[config.mk]
export PLATFORM = sky130hd
export DESIGN_NAME = thermal_fault_and_sleep_control
export DESIGN_NICKNAME = d
export VERILOG_FILES = /design/src/logic/thermal_sleep_pkg.sv /design/src/logic/sync2.sv /design/src/logic/thermal_fault_and_sleep_control.sv
export SDC_FILE = /design/constraint.sdc
export NUM_CORES = 1
export LEC_CHECK = 0
export ABC_CLOCK_PERIOD_IN_PS = 6200
export BUFFER_PORTS_ARGS = -buffer_cell sky130_fd_sc_hd__buf_2
export CAP_MARGIN = 30
export CORE_MARGIN = 1
export CORE_UTILIZATION = 60
export CTS_BUF_LIST = sky130_fd_sc_hd__clkbuf_4
export DETAILED_ROUTE_END_ITERATION = 16
export GPL_TIMING_DRIVEN = 0
export PLACE_DENSITY = 0.94
export SYNTH_ARGS = -nofsm -noshare
export SYNTH_HDL_FRONTEND = slang
export SYNTH_SLANG_ARGS = --single-unit
[constraint.sdc]
create_clock -name core_clk_in -period 6.2 [get_ports core_clk_in]
set_input_delay 0.31 -clock core_clk_in [delete_from_list [all_inputs] [get_ports core_clk_in]]
set_output_delay 0.31 -clock core_clk_in [all_outputs]
set_load 0.05 [all_outputs]
[src/logic/thermal_sleep_pkg.sv]
// Constants, types and register map for the thermal fault and sleep controller
//
// Contract
// - Warning trip sets warning and thermal flags
// - Warning flags clear alone below hysteresis
// - Report select routes warning to fault pin
// - Shutdown trip disables drivers, latches fault flags
// - Latched mode recovers by pulse or clear
// - Auto mode recovers drivers; flags stay latched
// - Sleep pin low disables power stages, logic
// - Sleep entered only after entry delay
// - Sleep pin high wakes device automatically
// - Short sleep pin pulse clears latched faults
`default_nettype none
package thermal_sleep_pkg;
   // Clock
   localparam int unsigned CLK_PERIOD_NS = 100;
   // Times in their own unit
   localparam int unsigned RST_PULSE_MIN_US = 20;
   localparam int unsigned RST_PULSE_MAX_US = 40;
   localparam int unsigned SLEEP_ENTRY_US = 120;
   localparam int unsigned WAKE_US = 1000;
   // Cycle counts: least times round up, longest times round down
   localparam int unsigned RST_MIN_CYC = (RST_PULSE_MIN_US * 1000 + CLK_PERIOD_NS - 1)
                                         / CLK_PERIOD_NS;
   localparam int unsigned RST_MAX_CYC = (RST_PULSE_MAX_US * 1000) / CLK_PERIOD_NS;
   localparam int unsigned SLEEP_CYC = (SLEEP_ENTRY_US * 1000 + CLK_PERIOD_NS - 1)
                                       / CLK_PERIOD_NS;
   localparam int unsigned WAKE_CYC_DEFAULT = (WAKE_US * 1000 + CLK_PERIOD_NS - 1)
                                              / CLK_PERIOD_NS;
   localparam int unsigned CNT_W = 16;
   // Register bus
   localparam int unsigned ADDR_W = 4;
   localparam int unsigned DATA_W = 8;
   localparam logic [ADDR_W-1:0] ADDR_CTRL = 4'h0;
   localparam logic [ADDR_W-1:0] ADDR_STATUS = 4'h4;
   localparam logic [ADDR_W-1:0] ADDR_INT_STAT = 4'h8;
   localparam logic [ADDR_W-1:0] ADDR_INT_MASK = 4'hC;
   // Control fields
   localparam int unsigned CTRL_REPORT_BIT = 0;
   localparam int unsigned CTRL_RECOVERY_BIT = 1;
   localparam int unsigned CTRL_CLEAR_BIT = 2;
   localparam logic CTRL_REPORT_RST = 1'h0;
   localparam logic CTRL_RECOVERY_RST = 1'h0;
   // Status fields
   localparam int unsigned ST_WARN_BIT = 0;
   localparam int unsigned ST_THERMAL_BIT = 1;
   localparam int unsigned ST_SHUTDOWN_BIT = 2;
   localparam int unsigned ST_FAULT_BIT = 3;
   localparam int unsigned ST_SD_ACTIVE_BIT = 4;
   localparam int unsigned ST_SLEEP_BIT = 5;
   localparam int unsigned ST_READY_BIT = 6;
   // Interrupt events
   localparam int unsigned EV_W = 5;
   localparam int unsigned EV_WARN = 0;
   localparam int unsigned EV_SHUTDOWN = 1;
   localparam int unsigned EV_SLEEP = 2;
   localparam int unsigned EV_WAKE = 3;
   localparam int unsigned EV_PULSE = 4;
   localparam logic [EV_W-1:0] EV_RST = 5'h00;
   localparam logic [DATA_W-1:0] DATA_ZERO = 8'h00;
   localparam logic [CNT_W-1:0] CNT_ZERO = 16'h0000;
   localparam logic [CNT_W-1:0] CNT_ONE = 16'h0001;
   // Power state
   typedef enum logic [3:0] {
      PS_ACTIVE = 4'h1,
      PS_LOW = 4'h2,
      PS_SLEEP = 4'h4,
      PS_WAKE = 4'h8
   } power_state_t;
endpackage
`default_nettype wire

[src/logic/sync2.sv]
// Two flip-flop synchroniser for asynchronous inputs
`default_nettype none
module sync2 #(
   parameter int unsigned WIDTH = 1
) (
   // Clock and reset
   input wire logic core_clk_in,
   input wire logic nrst_in,
   // Data
   input wire logic [WIDTH-1:0] d_in,
   output logic [WIDTH-1:0] q_out
);
   logic [WIDTH-1:0] meta_r;
   logic [WIDTH-1:0] q_r;

   always_ff @(posedge core_clk_in) begin
      if (!nrst_in) begin
         meta_r <= '0;
         q_r <= '0;
      end else begin
         meta_r <= d_in;
         q_r <= meta_r;
      end
   end

   assign q_out = q_r;
endmodule
`default_nettype wire

[src/logic/thermal_fault_and_sleep_control.sv]
// Thermal fault handling and sleep pin power-state control
//
// The placing of the registers and strobed register access were chosen for this implementation.
`default_nettype none
module thermal_fault_and_sleep_control
   import thermal_sleep_pkg::*;
#(
   parameter int unsigned WAKE_CYCLES = WAKE_CYC_DEFAULT
) (
   // Clock and reset
   input wire logic core_clk_in,
   input wire logic nrst_in,
   // Pins and comparators
   input wire logic sleep_pin_n_in,
   input wire logic temp_warn_trip_in,
   input wire logic temp_shutdown_trip_in,
   // Register port
   input wire logic [ADDR_W-1:0] reg_addr_in,
   input wire logic [DATA_W-1:0] reg_wdata_in,
   input wire logic reg_wr_in,
   input wire logic reg_rd_in,
   output logic [DATA_W-1:0] reg_rdata_out,
   // Interrupt
   output logic irq_out,
   // Fault pin, open drain
   output logic fault_out_n_out,
   output logic fault_oe_out,
   // Power stage controls
   output logic bridge_enable_out,
   output logic charge_pump_enable_out,
   output logic logic_regulator_enable_out,
   output logic serial_enable_out,
   output logic sleep_out,
   output logic inputs_ready_out
);
   // Synchronised inputs; the pin is inverted so a cleared synchroniser reads awake
   logic sleep_req_s;
   wire logic sleep_pin_s = !sleep_req_s;
   logic warn_s;
   logic sd_s;

   sync2 #(
      .WIDTH(3)
   ) u_sync (
      .core_clk_in(core_clk_in),
      .nrst_in(nrst_in),
      .d_in({~sleep_pin_n_in, temp_warn_trip_in, temp_shutdown_trip_in}),
      .q_out({sleep_req_s, warn_s, sd_s})
   );

   // Power state machine
   power_state_t state_r;
   power_state_t state_nxt;
   logic [CNT_W-1:0] cnt_r;
   logic [CNT_W-1:0] cnt_nxt;
   logic pulse_clear;
   logic ev_sleep;
   logic ev_wake;

   always_comb begin
      state_nxt = state_r;
      cnt_nxt = cnt_r;
      pulse_clear = 1'b0;
      ev_sleep = 1'b0;
      ev_wake = 1'b0;
      unique case (state_r)
         PS_ACTIVE: begin
            if (!sleep_pin_s) begin
               state_nxt = PS_LOW;
               cnt_nxt = CNT_ZERO;
            end
         end
         PS_LOW: begin
            if (sleep_pin_s) begin
               state_nxt = PS_ACTIVE;
               if (cnt_r >= CNT_W'(RST_MIN_CYC)) begin
                  pulse_clear = 1'b1;
               end
            end else if (cnt_r >= CNT_W'(SLEEP_CYC - 1)) begin
               state_nxt = PS_SLEEP;
               ev_sleep = 1'b1;
            end else begin
               cnt_nxt = cnt_r + CNT_ONE;
            end
         end
         PS_SLEEP: begin
            if (sleep_pin_s) begin
               state_nxt = PS_WAKE;
               cnt_nxt = CNT_ZERO;
            end
         end
         PS_WAKE: begin
            if (!sleep_pin_s) begin
               state_nxt = PS_LOW;
               cnt_nxt = CNT_ZERO;
            end else if (cnt_r >= CNT_W'(WAKE_CYCLES - 1)) begin
               state_nxt = PS_ACTIVE;
               ev_wake = 1'b1;
            end else begin
               cnt_nxt = cnt_r + CNT_ONE;
            end
         end
         default: begin
            state_nxt = PS_WAKE;
            cnt_nxt = CNT_ZERO;
         end
      endcase
   end

   always_ff @(posedge core_clk_in) begin
      if (!nrst_in) begin
         state_r <= PS_WAKE;
         cnt_r <= CNT_ZERO;
      end else begin
         state_r <= state_nxt;
         cnt_r <= cnt_nxt;
      end
   end

   // Register writes, taken only in the active power state
   logic report_sel_r;
   logic report_sel_nxt;
   logic recovery_sel_r;
   logic recovery_sel_nxt;
   logic [EV_W-1:0] int_mask_r;
   logic [EV_W-1:0] int_mask_nxt;
   logic wr_ok;
   logic clear_cmd;

   always_comb begin
      wr_ok = reg_wr_in && (state_r == PS_ACTIVE);
      report_sel_nxt = report_sel_r;
      recovery_sel_nxt = recovery_sel_r;
      int_mask_nxt = int_mask_r;
      clear_cmd = pulse_clear;
      if (wr_ok && reg_addr_in == ADDR_CTRL) begin
         report_sel_nxt = reg_wdata_in[CTRL_REPORT_BIT];
         recovery_sel_nxt = reg_wdata_in[CTRL_RECOVERY_BIT];
         clear_cmd = pulse_clear || reg_wdata_in[CTRL_CLEAR_BIT];
      end
      if (wr_ok && reg_addr_in == ADDR_INT_MASK) begin
         int_mask_nxt = reg_wdata_in[EV_W-1:0];
      end
   end

   always_ff @(posedge core_clk_in) begin
      if (!nrst_in) begin
         report_sel_r <= CTRL_REPORT_RST;
         recovery_sel_r <= CTRL_RECOVERY_RST;
         int_mask_r <= EV_RST;
      end else begin
         report_sel_r <= report_sel_nxt;
         recovery_sel_r <= recovery_sel_nxt;
         int_mask_r <= int_mask_nxt;
      end
   end

   // Thermal flags and shutdown control
   logic warn_flag_r;
   logic warn_flag_nxt;
   logic thermal_flag_r;
   logic thermal_flag_nxt;
   logic shutdown_flag_r;
   logic shutdown_flag_nxt;
   logic fault_flag_r;
   logic fault_flag_nxt;
   logic sd_active_r;
   logic sd_active_nxt;
   logic logic_on;
   logic ev_warn;
   logic ev_shutdown;

   always_comb begin
      logic_on = (state_r != PS_SLEEP);
      // Warning follows the comparator, no clear needed
      warn_flag_nxt = warn_s && logic_on;
      // Shutdown flags latch; a trip in the clear cycle wins
      if (!logic_on) begin
         shutdown_flag_nxt = 1'b0;
      end else begin
         shutdown_flag_nxt = sd_s || (shutdown_flag_r && !clear_cmd);
      end
      // Driver shutdown state
      if (!logic_on) begin
         sd_active_nxt = 1'b0;
      end else if (sd_s) begin
         sd_active_nxt = 1'b1;
      end else if (recovery_sel_r) begin
         sd_active_nxt = 1'b0;
      end else if (clear_cmd) begin
         sd_active_nxt = 1'b0;
      end else begin
         sd_active_nxt = sd_active_r;
      end
      thermal_flag_nxt = warn_flag_nxt || shutdown_flag_nxt;
      fault_flag_nxt = shutdown_flag_nxt || (warn_flag_nxt && report_sel_r);
      ev_warn = warn_flag_nxt && !warn_flag_r;
      ev_shutdown = sd_s && logic_on && !sd_active_r;
   end

   always_ff @(posedge core_clk_in) begin
      if (!nrst_in) begin
         warn_flag_r <= 1'b0;
         thermal_flag_r <= 1'b0;
         shutdown_flag_r <= 1'b0;
         fault_flag_r <= 1'b0;
         sd_active_r <= 1'b0;
      end else begin
         warn_flag_r <= warn_flag_nxt;
         thermal_flag_r <= thermal_flag_nxt;
         shutdown_flag_r <= shutdown_flag_nxt;
         fault_flag_r <= fault_flag_nxt;
         sd_active_r <= sd_active_nxt;
      end
   end

   // Pin and power stage outputs
   logic fault_oe_r;
   logic fault_oe_nxt;
   logic bridge_en_r;
   logic bridge_en_nxt;
   logic cp_en_r;
   logic cp_en_nxt;
   logic reg_en_r;
   logic reg_en_nxt;
   logic ready_r;
   logic ready_nxt;
   logic sleep_r;
   logic sleep_nxt;
   logic awake_nxt;

   always_comb begin
      awake_nxt = (state_nxt == PS_ACTIVE) || (state_nxt == PS_LOW);
      fault_oe_nxt = sd_active_nxt || (warn_flag_nxt && report_sel_r);
      bridge_en_nxt = awake_nxt && !sd_active_nxt;
      cp_en_nxt = (state_nxt != PS_SLEEP) && !sd_active_nxt;
      reg_en_nxt = (state_nxt != PS_SLEEP);
      ready_nxt = awake_nxt;
      sleep_nxt = (state_nxt == PS_SLEEP);
   end

   always_ff @(posedge core_clk_in) begin
      if (!nrst_in) begin
         fault_oe_r <= 1'b0;
         bridge_en_r <= 1'b0;
         cp_en_r <= 1'b0;
         reg_en_r <= 1'b0;
         ready_r <= 1'b0;
         sleep_r <= 1'b0;
      end else begin
         fault_oe_r <= fault_oe_nxt;
         bridge_en_r <= bridge_en_nxt;
         cp_en_r <= cp_en_nxt;
         reg_en_r <= reg_en_nxt;
         ready_r <= ready_nxt;
         sleep_r <= sleep_nxt;
      end
   end

   // Interrupt status, read clears, set wins
   logic [EV_W-1:0] int_stat_r;
   logic [EV_W-1:0] int_stat_nxt;
   logic [EV_W-1:0] events;
   logic irq_r;
   logic irq_nxt;

   always_comb begin
      events = EV_RST;
      events[EV_WARN] = ev_warn;
      events[EV_SHUTDOWN] = ev_shutdown;
      events[EV_SLEEP] = ev_sleep;
      events[EV_WAKE] = ev_wake;
      events[EV_PULSE] = pulse_clear;
      int_stat_nxt = int_stat_r;
      if (reg_rd_in && reg_addr_in == ADDR_INT_STAT) begin
         int_stat_nxt = EV_RST;
      end
      int_stat_nxt = int_stat_nxt | events;
      irq_nxt = |(int_stat_nxt & int_mask_nxt);
   end

   always_ff @(posedge core_clk_in) begin
      if (!nrst_in) begin
         int_stat_r <= EV_RST;
         irq_r <= 1'b0;
      end else begin
         int_stat_r <= int_stat_nxt;
         irq_r <= irq_nxt;
      end
   end

   // Read data, valid the cycle after the strobe
   logic [DATA_W-1:0] rdata_r;
   logic [DATA_W-1:0] rdata_nxt;
   logic [DATA_W-1:0] status_word;
   logic [DATA_W-1:0] ctrl_word;

   always_comb begin
      status_word = DATA_ZERO;
      status_word[ST_WARN_BIT] = warn_flag_r;
      status_word[ST_THERMAL_BIT] = thermal_flag_r;
      status_word[ST_SHUTDOWN_BIT] = shutdown_flag_r;
      status_word[ST_FAULT_BIT] = fault_flag_r;
      status_word[ST_SD_ACTIVE_BIT] = sd_active_r;
      status_word[ST_SLEEP_BIT] = sleep_r;
      status_word[ST_READY_BIT] = ready_r;
      ctrl_word = DATA_ZERO;
      ctrl_word[CTRL_REPORT_BIT] = report_sel_r;
      ctrl_word[CTRL_RECOVERY_BIT] = recovery_sel_r;
      rdata_nxt = DATA_ZERO;
      if (reg_rd_in) begin
         unique case (reg_addr_in)
            ADDR_CTRL: rdata_nxt = ctrl_word;
            ADDR_STATUS: rdata_nxt = status_word;
            ADDR_INT_STAT: rdata_nxt = {{(DATA_W - EV_W){1'b0}}, int_stat_r};
            ADDR_INT_MASK: rdata_nxt = {{(DATA_W - EV_W){1'b0}}, int_mask_r};
            default: rdata_nxt = DATA_ZERO;
         endcase
      end
   end

   always_ff @(posedge core_clk_in) begin
      if (!nrst_in) begin
         rdata_r <= DATA_ZERO;
      end else begin
         rdata_r <= rdata_nxt;
      end
   end

   // Output drive
   assign reg_rdata_out = rdata_r;
   assign irq_out = irq_r;
   assign fault_out_n_out = 1'b0;
   assign fault_oe_out = fault_oe_r;
   assign bridge_enable_out = bridge_en_r;
   assign charge_pump_enable_out = cp_en_r;
   assign logic_regulator_enable_out = reg_en_r;
   assign serial_enable_out = ready_r;
   assign sleep_out = sleep_r;
   assign inputs_ready_out = ready_r;
endmodule
`default_nettype wire

==> results.yml <==
clock_tree:
  clock_latency_ns: 0.40
  cts_sinks: 57
  cts_resized: 0
  cts_tree: "built"
  cts_root_buf: "clkbuf_4"
  clock_path_buffers: 2
  cts.hold.buffers_added: 0
  cts_made_buffers: 9
  cts_setup_buffers: 0
  htreeDepth: 3
  clkTransAtPathRegs_ns: 0.10
worst_setup_path:
  critical_path_class: "flip-flop to flip-flop"
  cp-start-kind: "flip-flop"
  cp_data_required_time_ns: 6.47
  crit_chain: "or4b_4 > nor3_2 > mux2i_1 > o22ai_1 > o41a_1"
  startpoint: "state_r[2]"
  endpoint: "irq_out"
  rr_startpoint: "state_r[2]"
  r2r_setup_slack_ns: 3.63
  rr_worst_depth: 5
  max_stage_delay_ns: 0.58
  slowest_stage: "nor3_2"
  cp.arrival_ns: 2.84
  worstReg2RegEnd: "irq_out"
  end_kind: "flip-flop"
  cp_max_fo: 8
floorplan:
  fp.dieW_um: 67.4
  rows: 23
  start_util_pct: 63.2
  die_area_um2: 4540
  die_h_um: 67.4
  core_area_um2: 4060
  io_pins: 36
timing:
  hold_violations: 0
  setup_viol_count_final: 0
  rsz0062_at_grt: "no"
  layout_setup_ws_ns: 3.63
  period_minus_slack_ns: 2.57
  fmax_ghz: 0.390
  worst_slew_pin_slew_ns: 0.649
  clock_skew_ns: 0.0183
  fin_tns_setup_ns: 0
  fin_crit_sh_pct: 41.4
  max-slew-margin-rel_pct: 56.5
  maxSlewViolCount: 0
synthesis:
  synth_area_um2: 2560
  synth_warnings: 0
  synth_area_leaders: "dfxtp_1 (45%), nor2_1 (4.8%), a21oi_1 (4.1%)"
  synth_edf_count: 0
  yosys.cell_count.top_type: "dfxtp_1"
  synth_common_cells: "dfxtp_1 (57), nor2_1 (33), a21oi_1 (21), o21ai_0 (11), nand3_1 (10)"
  seq_area_frac_synth_pct: 44.5
  synth_top_area_cell: "dfxtp_1"
  yosysTopAreaCellShare_pct: 44.5
  synth_cells: 271
  avgSynthCellArea_um2: 9.46
  yosys.cell_types.count: 60
  synth.ff_latch_count: 57
  async_flop_share_pct: 0
  synth_flop_cell: "dfxtp_1"
final_layout:
  drive_gt1_share_pct: 23.2
  n_antenna_cell: 0
  fin_nets: 332
  area_growth_pct: 14.0
drt:
  ant_nets: 0
  via_per_inst: 6.03
  drtPass1Iterations: 5
  drt-total-wl_um: 5900
  drt-initial-drc-count: 244
  num_vias: 2202
  drt-wirelength-per-cell_um: 16.2
  post-route-drc-count: 0
run:
  cap_violations: 0
global_routing:
  grt_pass1_vias: 2057
  grt_start_max_net_pins: 11
  grtUsageTotal_pct: 29.1
  grt_remaining_overflow: 0
  antenna_found_initial: 0
  grt_pass1_wl_um: 9480
power:
  p_leak_nw: 1.14
  vdd_drop_max_mv: 0.159
  p_per_area_nw_per_um2: 254
place:
  gp_congestion: 0.858
  dp_hpwl_um: 4220
  port_buffers: 28
  dp_slack_ns: 3.72
outcome:
  status: "completed"
worst_hold_path:
  hold_path_class: "primary input to flip-flop"
layout make-up:
class / count / area (um2)
Multi-Input combinational cell: 192 / 1280
Clock buffer: 9 / 67.6
Clock inverter: 6 / 83.8
Timing Repair Buffer: 28 / 140
Sequential cell: 57 / 1140
Buffer: 15 / 113
Tap cell: 50 / 62.6
Inverter: 8 / 30.0
Fill cell: 292 / 1140
critical path: cells and delay by family (launching register included):
family | cells | cell delay (ns)
multiplexers | 1 | 0.34
AND/OR/NAND/NOR | 2 | 1.14
flip-flops | 1 | 0.40
AO/OA/AOI/OAI | 2 | 0.56
how the worst min path moves through the flow:
stage | slack, ns | endpoint | cells past startpoint | startpoint
6_report | 0.06 | u_sync.meta_r[2] | 2 | sleep_pin_n_in
3_5_place_dp | 0.42 | u_sync.q_out[2] | 1 | u_sync.meta_r[2]
3_3_place_gp | 0.41 | u_sync.q_out[2] | 1 | u_sync.meta_r[2]
2_1_floorplan | 0.38 | u_sync.meta_r[2] | 1 | sleep_pin_n_in
4_1_cts | 0.04 | u_sync.meta_r[2] | 2 | sleep_pin_n_in
5_1_grt | 0.03 | u_sync.meta_r[2] | 2 | sleep_pin_n_in
metrics by stage:
stage	power, mW	std cells	cell area (um2)	utilization [%]	hold WS [ns]
final	0.743	365	2920	72.0	0.0572
after global routing	0.772	365	2920	72.0	0.0349
after CTS	0.747	365	2920	72.0	0.0361
after detailed placement	0.452	350	2770	68.3	0.418
after global placement	0.450	350	2770	68.3	0.414
after floorplan	0.435	272	2570	-	0.377
layout by cell type (no fill, tap or decap), types with 4 or more instances in the layout:
master,Yosys,final
nor2_1,33,33
mux2i_1,8,8
clkbuf_1,5,5
clkbuf_4,0,9
buf_2,0,28
nand2_1,9,9
inv_1,7,7
a22oi_1,6,6
buf_4,5,5
or3_1,6,6
nand3_1,10,10
a21oi_1,21,21
and3_1,5,5
nor3_1,4,4
and2_1,9,9
xnor2_1,5,5
dfxtp_1,57,57
or3_2,4,4
o21ai_0,11,11
sequential cells by signal, indices dropped and copies added, names as in the netlist, 3 cells and up:
name	flops
int_mask_r	5
reg_rdata_out	7
cnt_r	16
state_r	4
u_sync.meta_r	3
u_sync.q_out	3
int_stat_r	5
where the power goes:
part           internal, mW  leakage, nW  switching, mW  total, mW
Clock                 0.159       0.0754          0.139      0.298
Combinational        0.0239        0.602         0.0409     0.0648
Sequential            0.375        0.463        0.00545      0.380
cells by family after synthesis:
group | count (synthesis) | share of synthesized area (%)
other | 1 | 0.146
AOI/OAI and AO/OA | 58 | 15.1
adders and majority gates | 2 | 0.976
muxes | 13 | 6.20
DFF | 57 | 44.5
buffers and inverters | 23 | 5.56
xor gates and xnor gates | 5 | 1.71
and+or+nand+nor | 112 | 25.8
layer usage:
metal  vias to the layer above  routed length, um  track usage, %
li1                       1058                  -               -
met1                      1036               2480            34.6
met2                        91               2950            45.9
met3                        17                336            8.28
met4                         0                137            18.4
met5                         -                  0               0
(Power assumes the default switching activity.)
